`config.mk`:
```
export PLATFORM = sky130hd
export DESIGN_NAME = adcsq_ctrl
export DESIGN_NICKNAME = d
export VERILOG_FILES = /design/src/hdl/adcsq_pkg.sv /design/src/hdl/adcsq_stream_if.sv /design/src/hdl/adcsq_fifo.sv /design/src/hdl/adcsq_ctrl.sv
export VERILOG_INCLUDE_DIRS = /design/src /design/src/hdl
export SDC_FILE = /design/constraint.sdc
export NUM_CORES = 1
export LEC_CHECK = 0
export ABC_AREA = 1
export BUFFER_PORTS_ARGS = -buffer_cell sky130_fd_sc_hd__buf_2
export CELL_PAD_IN_SITES_DETAIL_PLACEMENT = 2
export CELL_PAD_IN_SITES_GLOBAL_PLACEMENT = 2
export CORE_ASPECT_RATIO = 1.25
export CORE_MARGIN = 10
export CORE_UTILIZATION = 37
export CTS_CLUSTER_SIZE = 10
export DETAILED_ROUTE_END_ITERATION = 6
export GPL_ROUTABILITY_DRIVEN = 0
export PLACE_DENSITY_LB_ADDON = 0.1
export SYNTH_ARGS = -nofsm -noshare
export SYNTH_HDL_FRONTEND = slang
export SYNTH_HIERARCHICAL = 1
export SYNTH_SLANG_ARGS = --single-unit
```
`constraint.sdc`:
```
create_clock -name clock -period 7.49 [get_ports clock]
set_input_delay 1.1235 -clock clock [delete_from_list [all_inputs] [get_ports clock]]
set_output_delay 1.1235 -clock clock [all_outputs]
set_load 0.005 [all_outputs]
```
`src/hdl/adcsq_map.svh`:
```
// constants of the converter sequencer: widths, fields, reset values, counts
`ifndef ADCSQ_MAP_SVH
`define ADCSQ_MAP_SVH
`define ADCSQ_RES_W      10
`define ADCSQ_CHN_W      4
`define ADCSQ_P5_CHANS   16
`define ADCSQ_P1_CHANS   8
`define ADCSQ_PIN_W      24
`define ADCSQ_REG_W      16
`define ADCSQ_RES_LSB    0
`define ADCSQ_CHN_LSB    12
`define ADCSQ_REG_RST    16'h0000
`define ADCSQ_CAL_CYCLES 40630
`define ADCSQ_CAL_W      16
`define ADCSQ_SAR_STEPS  4'hA
`define ADCSQ_TMR_W      8
`define ADCSQ_FIFO_DEPTH 4
`endif

```
`src/hdl/adcsq_pkg.sv`:
```
// types shared by the converter sequencer modules
package adcsq_pkg;
  typedef enum logic [1:0] {
    MODE_SINGLE      = 2'h0,
    MODE_CONT        = 2'h1,
    MODE_SCAN_SINGLE = 2'h2,
    MODE_SCAN_CONT   = 2'h3
  } adcsq_mode_e;
  typedef enum logic [5:0] {
    ST_CAL  = 6'b00_0001,
    ST_IDLE = 6'b00_0010,
    ST_SAMP = 6'b00_0100,
    ST_CONV = 6'b00_1000,
    ST_DONE = 6'b01_0000,
    ST_GAP  = 6'b10_0000
  } adcsq_state_e;
endpackage

```
`src/hdl/adcsq_stream_if.sv`:
```
// valid/ready word stream between sequencer and its result fifo
`timescale 1ns/100ps
interface adcsq_stream_if #(parameter int W = 14);
  logic         valid;
  logic         ready;
  logic [W-1:0] data;
  modport src (output valid, output data, input ready);
  modport snk (input valid, input data, output ready);
endinterface

```
`src/hdl/adcsq_fifo.sv`:
```
// small flip-flop fifo with valid/ready on both sides
`timescale 1ns/100ps
module adcsq_fifo #(
  parameter int WIDTH = 14,
  parameter int DEPTH = 4
) (
  input  wire logic   clock,
  input  wire logic   rst_n,
  adcsq_stream_if.snk wr,
  adcsq_stream_if.src rd
);
  localparam int AW = (DEPTH > 1) ? $clog2(DEPTH) : 1;
  logic [WIDTH-1:0] mem_q [DEPTH];
  logic [AW-1:0]    wp_q;
  logic [AW-1:0]    rp_q;
  logic [AW:0]      cnt_q;
  logic             push;
  logic             pop;

  assign wr.ready = (cnt_q != (AW+1)'(DEPTH));
  assign rd.valid = (cnt_q != '0);
  assign rd.data  = mem_q[rp_q];
  assign push     = wr.valid && wr.ready;
  assign pop      = rd.valid && rd.ready;

  always_ff @(posedge clock) begin
    if (push) begin
      mem_q[wp_q] <= wr.data;
    end
  end

  always_ff @(posedge clock or negedge rst_n) begin
    if (!rst_n) begin
      wp_q  <= '0;
      rp_q  <= '0;
      cnt_q <= '0;
    end else begin
      if (push) begin
        wp_q <= (wp_q == AW'(DEPTH-1)) ? '0 : wp_q + 1'b1;
      end
      if (pop) begin
        rp_q <= (rp_q == AW'(DEPTH-1)) ? '0 : rp_q + 1'b1;
      end
      if (push && !pop) begin
        cnt_q <= cnt_q + 1'b1;
      end else if (pop && !push) begin
        cnt_q <= cnt_q - 1'b1;
      end
    end
  end
endmodule

```
`src/hdl/adcsq_ctrl.sv`:
```
// sequencer and result logic of the 10-bit multiplexed converter
`timescale 1ns/100ps
`include "adcsq_map.svh"
module adcsq_ctrl #(
  parameter int CAL_CYCLES = `ADCSQ_CAL_CYCLES,
  parameter int FIFO_DEPTH = `ADCSQ_FIFO_DEPTH
) (
  input  wire logic                        clock,
  input  wire logic                        reset_n,
  input  wire logic                        start,
  input  wire logic                        stop,
  input  wire adcsq_pkg::adcsq_mode_e      mode,
  input  wire logic [`ADCSQ_CHN_W-1:0]     chan_sel,
  input  wire logic                        port_grp_sel,
  input  wire logic                        hold_until_read_bit,
  input  wire logic [`ADCSQ_TMR_W-1:0]     sample_time,
  input  wire logic [`ADCSQ_TMR_W-1:0]     conv_time,
  input  wire logic                        inject_req,
  input  wire logic [`ADCSQ_CHN_W-1:0]     inject_chan,
  input  wire logic                        result_rd,
  input  wire logic [`ADCSQ_RES_W-1:0]     ana_data,
  input  wire logic [`ADCSQ_PIN_W-1:0]     ana_pins,
  output logic [`ADCSQ_REG_W-1:0]          conv_result_reg,
  output logic [`ADCSQ_REG_W-1:0]          inject_result_reg,
  output logic                             calib_busy_flag,
  output logic                             conv_busy,
  output logic                             result_unread,
  output logic                             conv_done_req,
  output logic                             overrun_irq,
  output logic                             inject_done,
  output logic                             sample_en,
  output logic [`ADCSQ_CHN_W-1:0]          mux_chan,
  output logic                             mux_grp,
  output logic [`ADCSQ_PIN_W-1:0]          dig_pins
);
  import adcsq_pkg::*;

  localparam int DW = `ADCSQ_CHN_W + `ADCSQ_RES_W;

  logic [1:0]                 rst_s_q;
  logic                       rst_n_i;
  adcsq_state_e               state_q;
  logic [`ADCSQ_CAL_W-1:0]    cal_cnt_q;
  logic [`ADCSQ_TMR_W-1:0]    tmr_q;
  logic [3:0]                 step_q;
  logic [`ADCSQ_CHN_W-1:0]    cur_chan_q;
  logic [`ADCSQ_RES_W-1:0]    res_q;
  logic                       inj_q;
  logic                       inj_pend_q;
  logic                       stop_pend_q;
  logic                       seq_end_q;
  logic                       unread_q;
  logic [`ADCSQ_PIN_W-1:0]    pin_s1_q;
  logic [`ADCSQ_PIN_W-1:0]    pin_s2_q;
  logic [`ADCSQ_PIN_W-1:0]    pin_s3_q;
  logic                       cal_end;
  logic                       samp_end;
  logic                       conv_end;
  logic                       push;
  logic                       pop;
  logic                       gate_ok;
  logic                       hold_act;
  logic                       last_chan;
  logic [`ADCSQ_CHN_W-1:0]    sel_chan;

  adcsq_stream_if #(.W(DW)) fin ();
  adcsq_stream_if #(.W(DW)) fout ();

  // two-stage release keeps reset removal clean against the clock
  always_ff @(posedge clock or negedge reset_n) begin
    if (!reset_n) begin
      rst_s_q <= 2'h0;
    end else begin
      rst_s_q <= {rst_s_q[0], 1'b1};
    end
  end
  assign rst_n_i = rst_s_q[1];

  assign cal_end   = (cal_cnt_q == `ADCSQ_CAL_W'(CAL_CYCLES - 1));
  assign samp_end  = (tmr_q == '0);
  assign conv_end  = (tmr_q == '0) && (step_q == 4'h0);
  assign hold_act  = hold_until_read_bit && mode[0];
  assign push      = fin.valid && fin.ready;
  assign pop       = fout.valid && fout.ready;
  assign last_chan = (cur_chan_q == '0);
  // hold mode: next conversion waits until buffered result is taken
  assign gate_ok   = !hold_act || (!unread_q && !fout.valid);
  // second group has only 8 inputs, upper index bit is dropped
  assign sel_chan  = inj_q ? inject_chan : cur_chan_q;

  assign fin.valid  = (state_q == ST_DONE) && !inj_q;
  assign fin.data   = {cur_chan_q, res_q};
  // hold applies to continuous runs only; other modes report overrun instead
  assign fout.ready = !hold_act || !unread_q;

  adcsq_fifo #(
    .WIDTH (DW),
    .DEPTH (FIFO_DEPTH)
  ) u_fifo (
    .clock (clock),
    .rst_n (rst_n_i),
    .wr    (fin),
    .rd    (fout)
  );

  // calibration counter runs once after every reset
  always_ff @(posedge clock or negedge rst_n_i) begin
    if (!rst_n_i) begin
      cal_cnt_q <= '0;
    end else if (state_q == ST_CAL && !cal_end) begin
      cal_cnt_q <= cal_cnt_q + 1'b1;
    end
  end

  // main sequence
  always_ff @(posedge clock or negedge rst_n_i) begin
    if (!rst_n_i) begin
      state_q <= ST_CAL;
    end else begin
      case (state_q)
        ST_CAL: begin
          // start is not looked at here, so it leaves no trace
          if (cal_end) begin
            state_q <= ST_IDLE;
          end
        end
        ST_IDLE: begin
          if (start) begin
            state_q <= ST_SAMP;
          end
        end
        ST_SAMP: begin
          if (samp_end) begin
            state_q <= ST_CONV;
          end
        end
        ST_CONV: begin
          if (conv_end) begin
            state_q <= ST_DONE;
          end
        end
        ST_DONE: begin
          if (inj_q || push) begin
            state_q <= ST_GAP;
          end
        end
        ST_GAP: begin
          if (stop_pend_q || seq_end_q) begin
            state_q <= ST_IDLE;
          end else if (gate_ok) begin
            state_q <= ST_SAMP;
          end
        end
        default: begin
          state_q <= ST_IDLE;
        end
      endcase
    end
  end

  // sample and conversion timing from software-set durations
  always_ff @(posedge clock or negedge rst_n_i) begin
    if (!rst_n_i) begin
      tmr_q  <= '0;
      step_q <= 4'h0;
    end else begin
      case (state_q)
        ST_IDLE, ST_GAP: begin
          tmr_q <= sample_time;
        end
        ST_SAMP: begin
          if (samp_end) begin
            tmr_q  <= conv_time;
            step_q <= `ADCSQ_SAR_STEPS - 4'h1;
          end else begin
            tmr_q <= tmr_q - 1'b1;
          end
        end
        ST_CONV: begin
          if (tmr_q == '0) begin
            tmr_q  <= conv_time;
            step_q <= (step_q == 4'h0) ? 4'h0 : step_q - 4'h1;
          end else begin
            tmr_q <= tmr_q - 1'b1;
          end
        end
        default: begin
          tmr_q <= tmr_q;
        end
      endcase
    end
  end

  // channel walk; scan counts down from the selected channel to zero
  always_ff @(posedge clock or negedge rst_n_i) begin
    if (!rst_n_i) begin
      cur_chan_q <= '0;
      seq_end_q  <= 1'b0;
    end else if (state_q == ST_IDLE && start) begin
      cur_chan_q <= chan_sel;
      seq_end_q  <= 1'b0;
    end else if (push) begin
      seq_end_q <= !mode[0] && (!mode[1] || last_chan);
      if (mode[1]) begin
        cur_chan_q <= last_chan ? chan_sel : cur_chan_q - 1'b1;
      end
    end
  end

  // capture of the converted value
  always_ff @(posedge clock or negedge rst_n_i) begin
    if (!rst_n_i) begin
      res_q <= '0;
    end else if (state_q == ST_CONV && conv_end) begin
      res_q <= ana_data;
    end
  end

  // injection requests taken only while a continuous run is active; stop requests during any run
  always_ff @(posedge clock or negedge rst_n_i) begin
    if (!rst_n_i) begin
      inj_pend_q  <= 1'b0;
      inj_q       <= 1'b0;
      stop_pend_q <= 1'b0;
    end else begin
      if (state_q == ST_IDLE || state_q == ST_CAL) begin
        inj_pend_q  <= 1'b0;
        stop_pend_q <= 1'b0;
      end else begin
        if (inject_req && mode[0]) begin
          inj_pend_q <= 1'b1;
        end else if (state_q == ST_GAP && gate_ok && inj_pend_q && !seq_end_q) begin
          inj_pend_q <= 1'b0;
        end
        if (stop) begin
          stop_pend_q <= 1'b1;
        end
      end
      if (state_q == ST_GAP && gate_ok && inj_pend_q && !seq_end_q && !stop_pend_q) begin
        inj_q <= 1'b1;
      end else if (state_q == ST_DONE) begin
        inj_q <= 1'b0;
      end
    end
  end

  // injected result bypasses the fifo and the main result register
  always_ff @(posedge clock or negedge rst_n_i) begin
    if (!rst_n_i) begin
      inject_result_reg <= `ADCSQ_REG_RST;
      inject_done       <= 1'b0;
    end else begin
      inject_done <= (state_q == ST_DONE) && inj_q;
      if (state_q == ST_DONE && inj_q) begin
        inject_result_reg <= `ADCSQ_REG_W'({inject_chan, 2'h0, res_q});
      end
    end
  end

  // result register, unread flag, requests
  always_ff @(posedge clock or negedge rst_n_i) begin
    if (!rst_n_i) begin
      conv_result_reg <= `ADCSQ_REG_RST;
      unread_q        <= 1'b0;
      conv_done_req   <= 1'b0;
      overrun_irq     <= 1'b0;
    end else begin
      conv_done_req <= pop;
      overrun_irq   <= pop && unread_q && !result_rd;
      if (pop) begin
        conv_result_reg <= {fout.data[DW-1 -: `ADCSQ_CHN_W], 2'h0,
                            fout.data[`ADCSQ_RES_W-1:0]};
        unread_q        <= 1'b1;
      end else if (result_rd) begin
        unread_q <= 1'b0;
      end
    end
  end

  // status and analog mux drive
  always_ff @(posedge clock or negedge rst_n_i) begin
    if (!rst_n_i) begin
      calib_busy_flag <= 1'b1;
      conv_busy       <= 1'b0;
      sample_en       <= 1'b0;
      mux_chan        <= '0;
      mux_grp         <= 1'b0;
      result_unread   <= 1'b0;
    end else begin
      calib_busy_flag <= (state_q == ST_CAL) && !cal_end;
      conv_busy       <= (state_q != ST_CAL) && (state_q != ST_IDLE);
      sample_en       <= (state_q == ST_SAMP);
      mux_grp         <= port_grp_sel;
      mux_chan        <= port_grp_sel ? {1'b0, sel_chan[2:0]} : sel_chan;
      result_unread   <= unread_q;
    end
  end

  // pins sampled as digital inputs; change taken once stages two and three agree
  always_ff @(posedge clock or negedge rst_n_i) begin
    if (!rst_n_i) begin
      pin_s1_q <= '0;
      pin_s2_q <= '0;
      pin_s3_q <= '0;
      dig_pins <= '0;
    end else begin
      pin_s1_q <= ana_pins;
      pin_s2_q <= pin_s1_q;
      pin_s3_q <= pin_s2_q;
      for (int i = 0; i < `ADCSQ_PIN_W; i++) begin
        if (pin_s2_q[i] == pin_s3_q[i]) begin
          dig_pins[i] <= pin_s3_q[i];
        end
      end
    end
  end
endmodule

```
==> flow_metrics.env <==
export IMPL_drt_iter0_markers=375
export IMPL_diodes=0
export IMPL_setup_violations=0
export IMPL_p_leak_nw=5.87
export IMPL_drtPass1Iterations=4
export IMPL_clk_pin_slew_ns=0.06
export IMPL_layout_drive_gt1_share=0.216
export IMPL_status="complete, no violations"
export IMPL_critPathKind="reg2reg"
export IMPL_hold_class="in2async"
export IMPL_powerDensity_nw_per_um2=324
export IMPL_synth_seq_cells=254
export IMPL_fp_dieArea_um2=34800
export IMPL_power_switching_w=0.00127
export IMPL_drv_slew=0
export IMPL_syn_avg_cell_area_um2=10.9
export IMPL_rsz0062_at_grt="false"
export IMPL_largest_register_ffs=56
export IMPL_die_x_um=169
export IMPL_vias=6931
export IMPL_io_pins=136
export IMPL_initial_core_util=0.373
export IMPL_tightest_slew_ns=1.15
export IMPL_worstSetupStartpoint="state_q[2]"
export IMPL_clk_latency_ns=0.56
export IMPL_netlist_area_um2=10300
export IMPL_nets=1173
export IMPL_maxSlewHeadroom=0.233
export IMPL_cts_path_max_buffers=3
export IMPL_arrival_ns=2.77
export IMPL_crit_end="u_fifo/mem_q[3][1]"
export IMPL_hpwl_um=18500
export IMPL_max_cap_violations=0
export IMPL_worst_r2r_path_depth=7
export IMPL_largest_register="u_fifo/mem_q"
export IMPL_synth_most_common_cell="nand2_1"
export IMPL_post_route_util=0.441
export IMPL_syn_instance_count=943
export IMPL_met2_length_um=13800
export IMPL_row_count=68
export IMPL_wl_um=25800
export IMPL_coreArea_um2=27500
export IMPL_numCtsBuffers=30
export IMPL_seqCellArea_um2=6640
export IMPL_min_period_ns=2.61
export IMPL_n_fill_cell=2965
export IMPL_p_clk_frac=0.335
export IMPL_via_per_inst=4.73
export IMPL_cp_end_kind="register"
export IMPL_routedWlPerCell_um=17.6
export IMPL_combPwrFrac=0.234
export IMPL_synthTopCellsByCount="nand2_1 (252), dfrtp_1 (196), inv_1 (107)"
export IMPL_fin_crit_sh=0.348
export IMPL_synth_edf_count=56
export IMPL_r2r_end="u_fifo/mem_q[3][1]"
export IMPL_r2r_slack_ns=4.88
export IMPL_cts_tree="yes"
export IMPL_syn_to_final_growth_pct=18.1
export IMPL_finClkSkew_ns=0.0190
export IMPL_top_layer="met4"
export IMPL_clock_fmax_ghz=0.384
export IMPL_critical_path_required_ns=7.65
export IMPL_grt_max_degree=150
export IMPL_start_kind="register"
export IMPL_yosysSeqAreaShare=0.647
export IMPL_synth_top_cell_by_area="dfrtp_1"
export IMPL_yosysUniqueCellTypes=44
export IMPL_tns_ns=0
export IMPL_die_y_um=206
export IMPL_final_hold_violation_count=0
export IMPL_sw_frac_of_total=0.323
export IMPL_cts_root_buffer="clkbuf_16"
export IMPL_htreeDepth=1
export IMPL_ys_top_cells_by_area="dfrtp_1 (48%), edfxtp_1 (16%), nand2_1 (9.2%), inv_1 (3.9%), maj3_1 (2.3%)"
export IMPL_ir_drop_v=0.000181
export IMPL_grt_pass1_wl_um=42800
export IMPL_wl_met1_um=10500
export IMPL_yosysTopAreaCellShare=0.478
export IMPL_io_buffer_count=131
export IMPL_placed_cells=1409
export IMPL_cts_setup_buffers=0
export IMPL_ys_warn_count=6
export IMPL_wl_met3_um=972
export IMPL_grt_pass1_vias=7936
export IMPL_multi_input_area_um2=2970
export IMPL_antenna_left=0
export IMPL_cts_repair_resize_count=0
export IMPL_instances_no_fill=1464
export IMPL_pwr_share_seq=0.431
export IMPL_cellInternalPower_w=0.00266
export IMPL_antenna_found_initial=0
export IMPL_grt_overflow=0
export IMPL_synthArstFlopShare=0.780
export IMPL_reg2reg_from="state_q[2]"
export IMPL_hold_buffers=0
export IMPL_synthFlopType="dfrtp_1"
export IMPL_grtUsageTotal=0.150
export IMPL_cts_sinks=254
export IMPL_drc_errors=0
export IMPL_crit_fanout=14
## cell families (layout without fill, tap and decap cells)
family	after synthesis	count (layout)	synth area share
adder cells (fa/ha/maj)	38	38	0.0412
AND/OR/NAND/NOR	401	401	0.173
other	2	5	0.000732
AO/OA/AOI/OAI	86	86	0.0590
XOR/XNOR	16	16	0.0137
flip-flops	254	254	0.647
buffers and inverters	146	314	0.0651
## routing by layer
metal	global-route usage	vias up
met5	0	-
met4	0.0407	0
met3	0.0247	36
met2	0.278	100
met1	0.176	3497
li1	-	3298
## stage by stage
step	hold slack, ns	total power (W)	setup slack (ns)	cell area, µm²
after global routing	0.310	0.00423	4.65	12100
final	0.339	0.00393	4.88	12100
after detailed placement	0.336	0.00266	4.83	11200
after floorplan	0.331	0.00239	1.57	10300
after global placement	0.333	0.00262	4.96	11200
after CTS	0.310	0.00402	4.80	12100
## power by group through the flow
| stage | Clock (W) | Sequential [W] | Combinational (W) |
|---|---|---|---|
| 6_report | 0.00132 | 0.00169 | 0.000918 |
| 5_1_grt | 0.00143 | 0.00172 | 0.00107 |
| 4_1_cts | 0.00137 | 0.00170 | 0.000947 |
| 3_5_place_dp | 0 | 0.00172 | 0.000938 |
| 3_3_place_gp | 0 | 0.00172 | 0.000909 |
| 2_1_floorplan | 0 | 0.00170 | 0.000693 |
## layout by cell type, fill, tap and decap left out, types with 19 or more instances in the layout
cell type | Yosys | final
maj3_1 | 24 | 24
o21ai_0 | 28 | 28
inv_1 | 107 | 107
clkbuf_1 | 1 | 19
clkbuf_16 | 0 | 30
nand2_1 | 252 | 252
nor2_1 | 57 | 57
nand3_1 | 47 | 47
edfxtp_1 | 56 | 56
dfrtp_1 | 196 | 194
buf_2 | 8 | 131
## worst min path at each step
stage | from | endpoint | slack (ns)
after floorplan | pin_s1_q[0] | pin_s2_q[0] | 0.33
after global placement | pin_s1_q[10] | pin_s2_q[10] | 0.33
after detailed placement | pin_s1_q[11] | pin_s2_q[11] | 0.34
after CTS | reset_n | rst_s_q[0] | 0.31
after global routing | reset_n | rst_s_q[0] | 0.31
final | reset_n | rst_s_q[0] | 0.34
## critical path: stages (launching register included)
cell and delay, ns:
dfrtp_1 0.42, nor2_4 0.20, nand2_2 0.12, nor2_4 0.16, inv_2 0.09, nor2_1 0.20
nand2_2 0.15, nor2_1 0.88
## layout make-up
class	count	share of cell area
inverter	122	0.0384
tap	350	0.0361
clock buffer	51	0.0701
clock inverter	4	0.00372
sequential	254	0.548
multi-input combinational	546	0.245
timing repair buffer	137	0.0588
No activity file was read; power rests on OpenSTA's default activity.
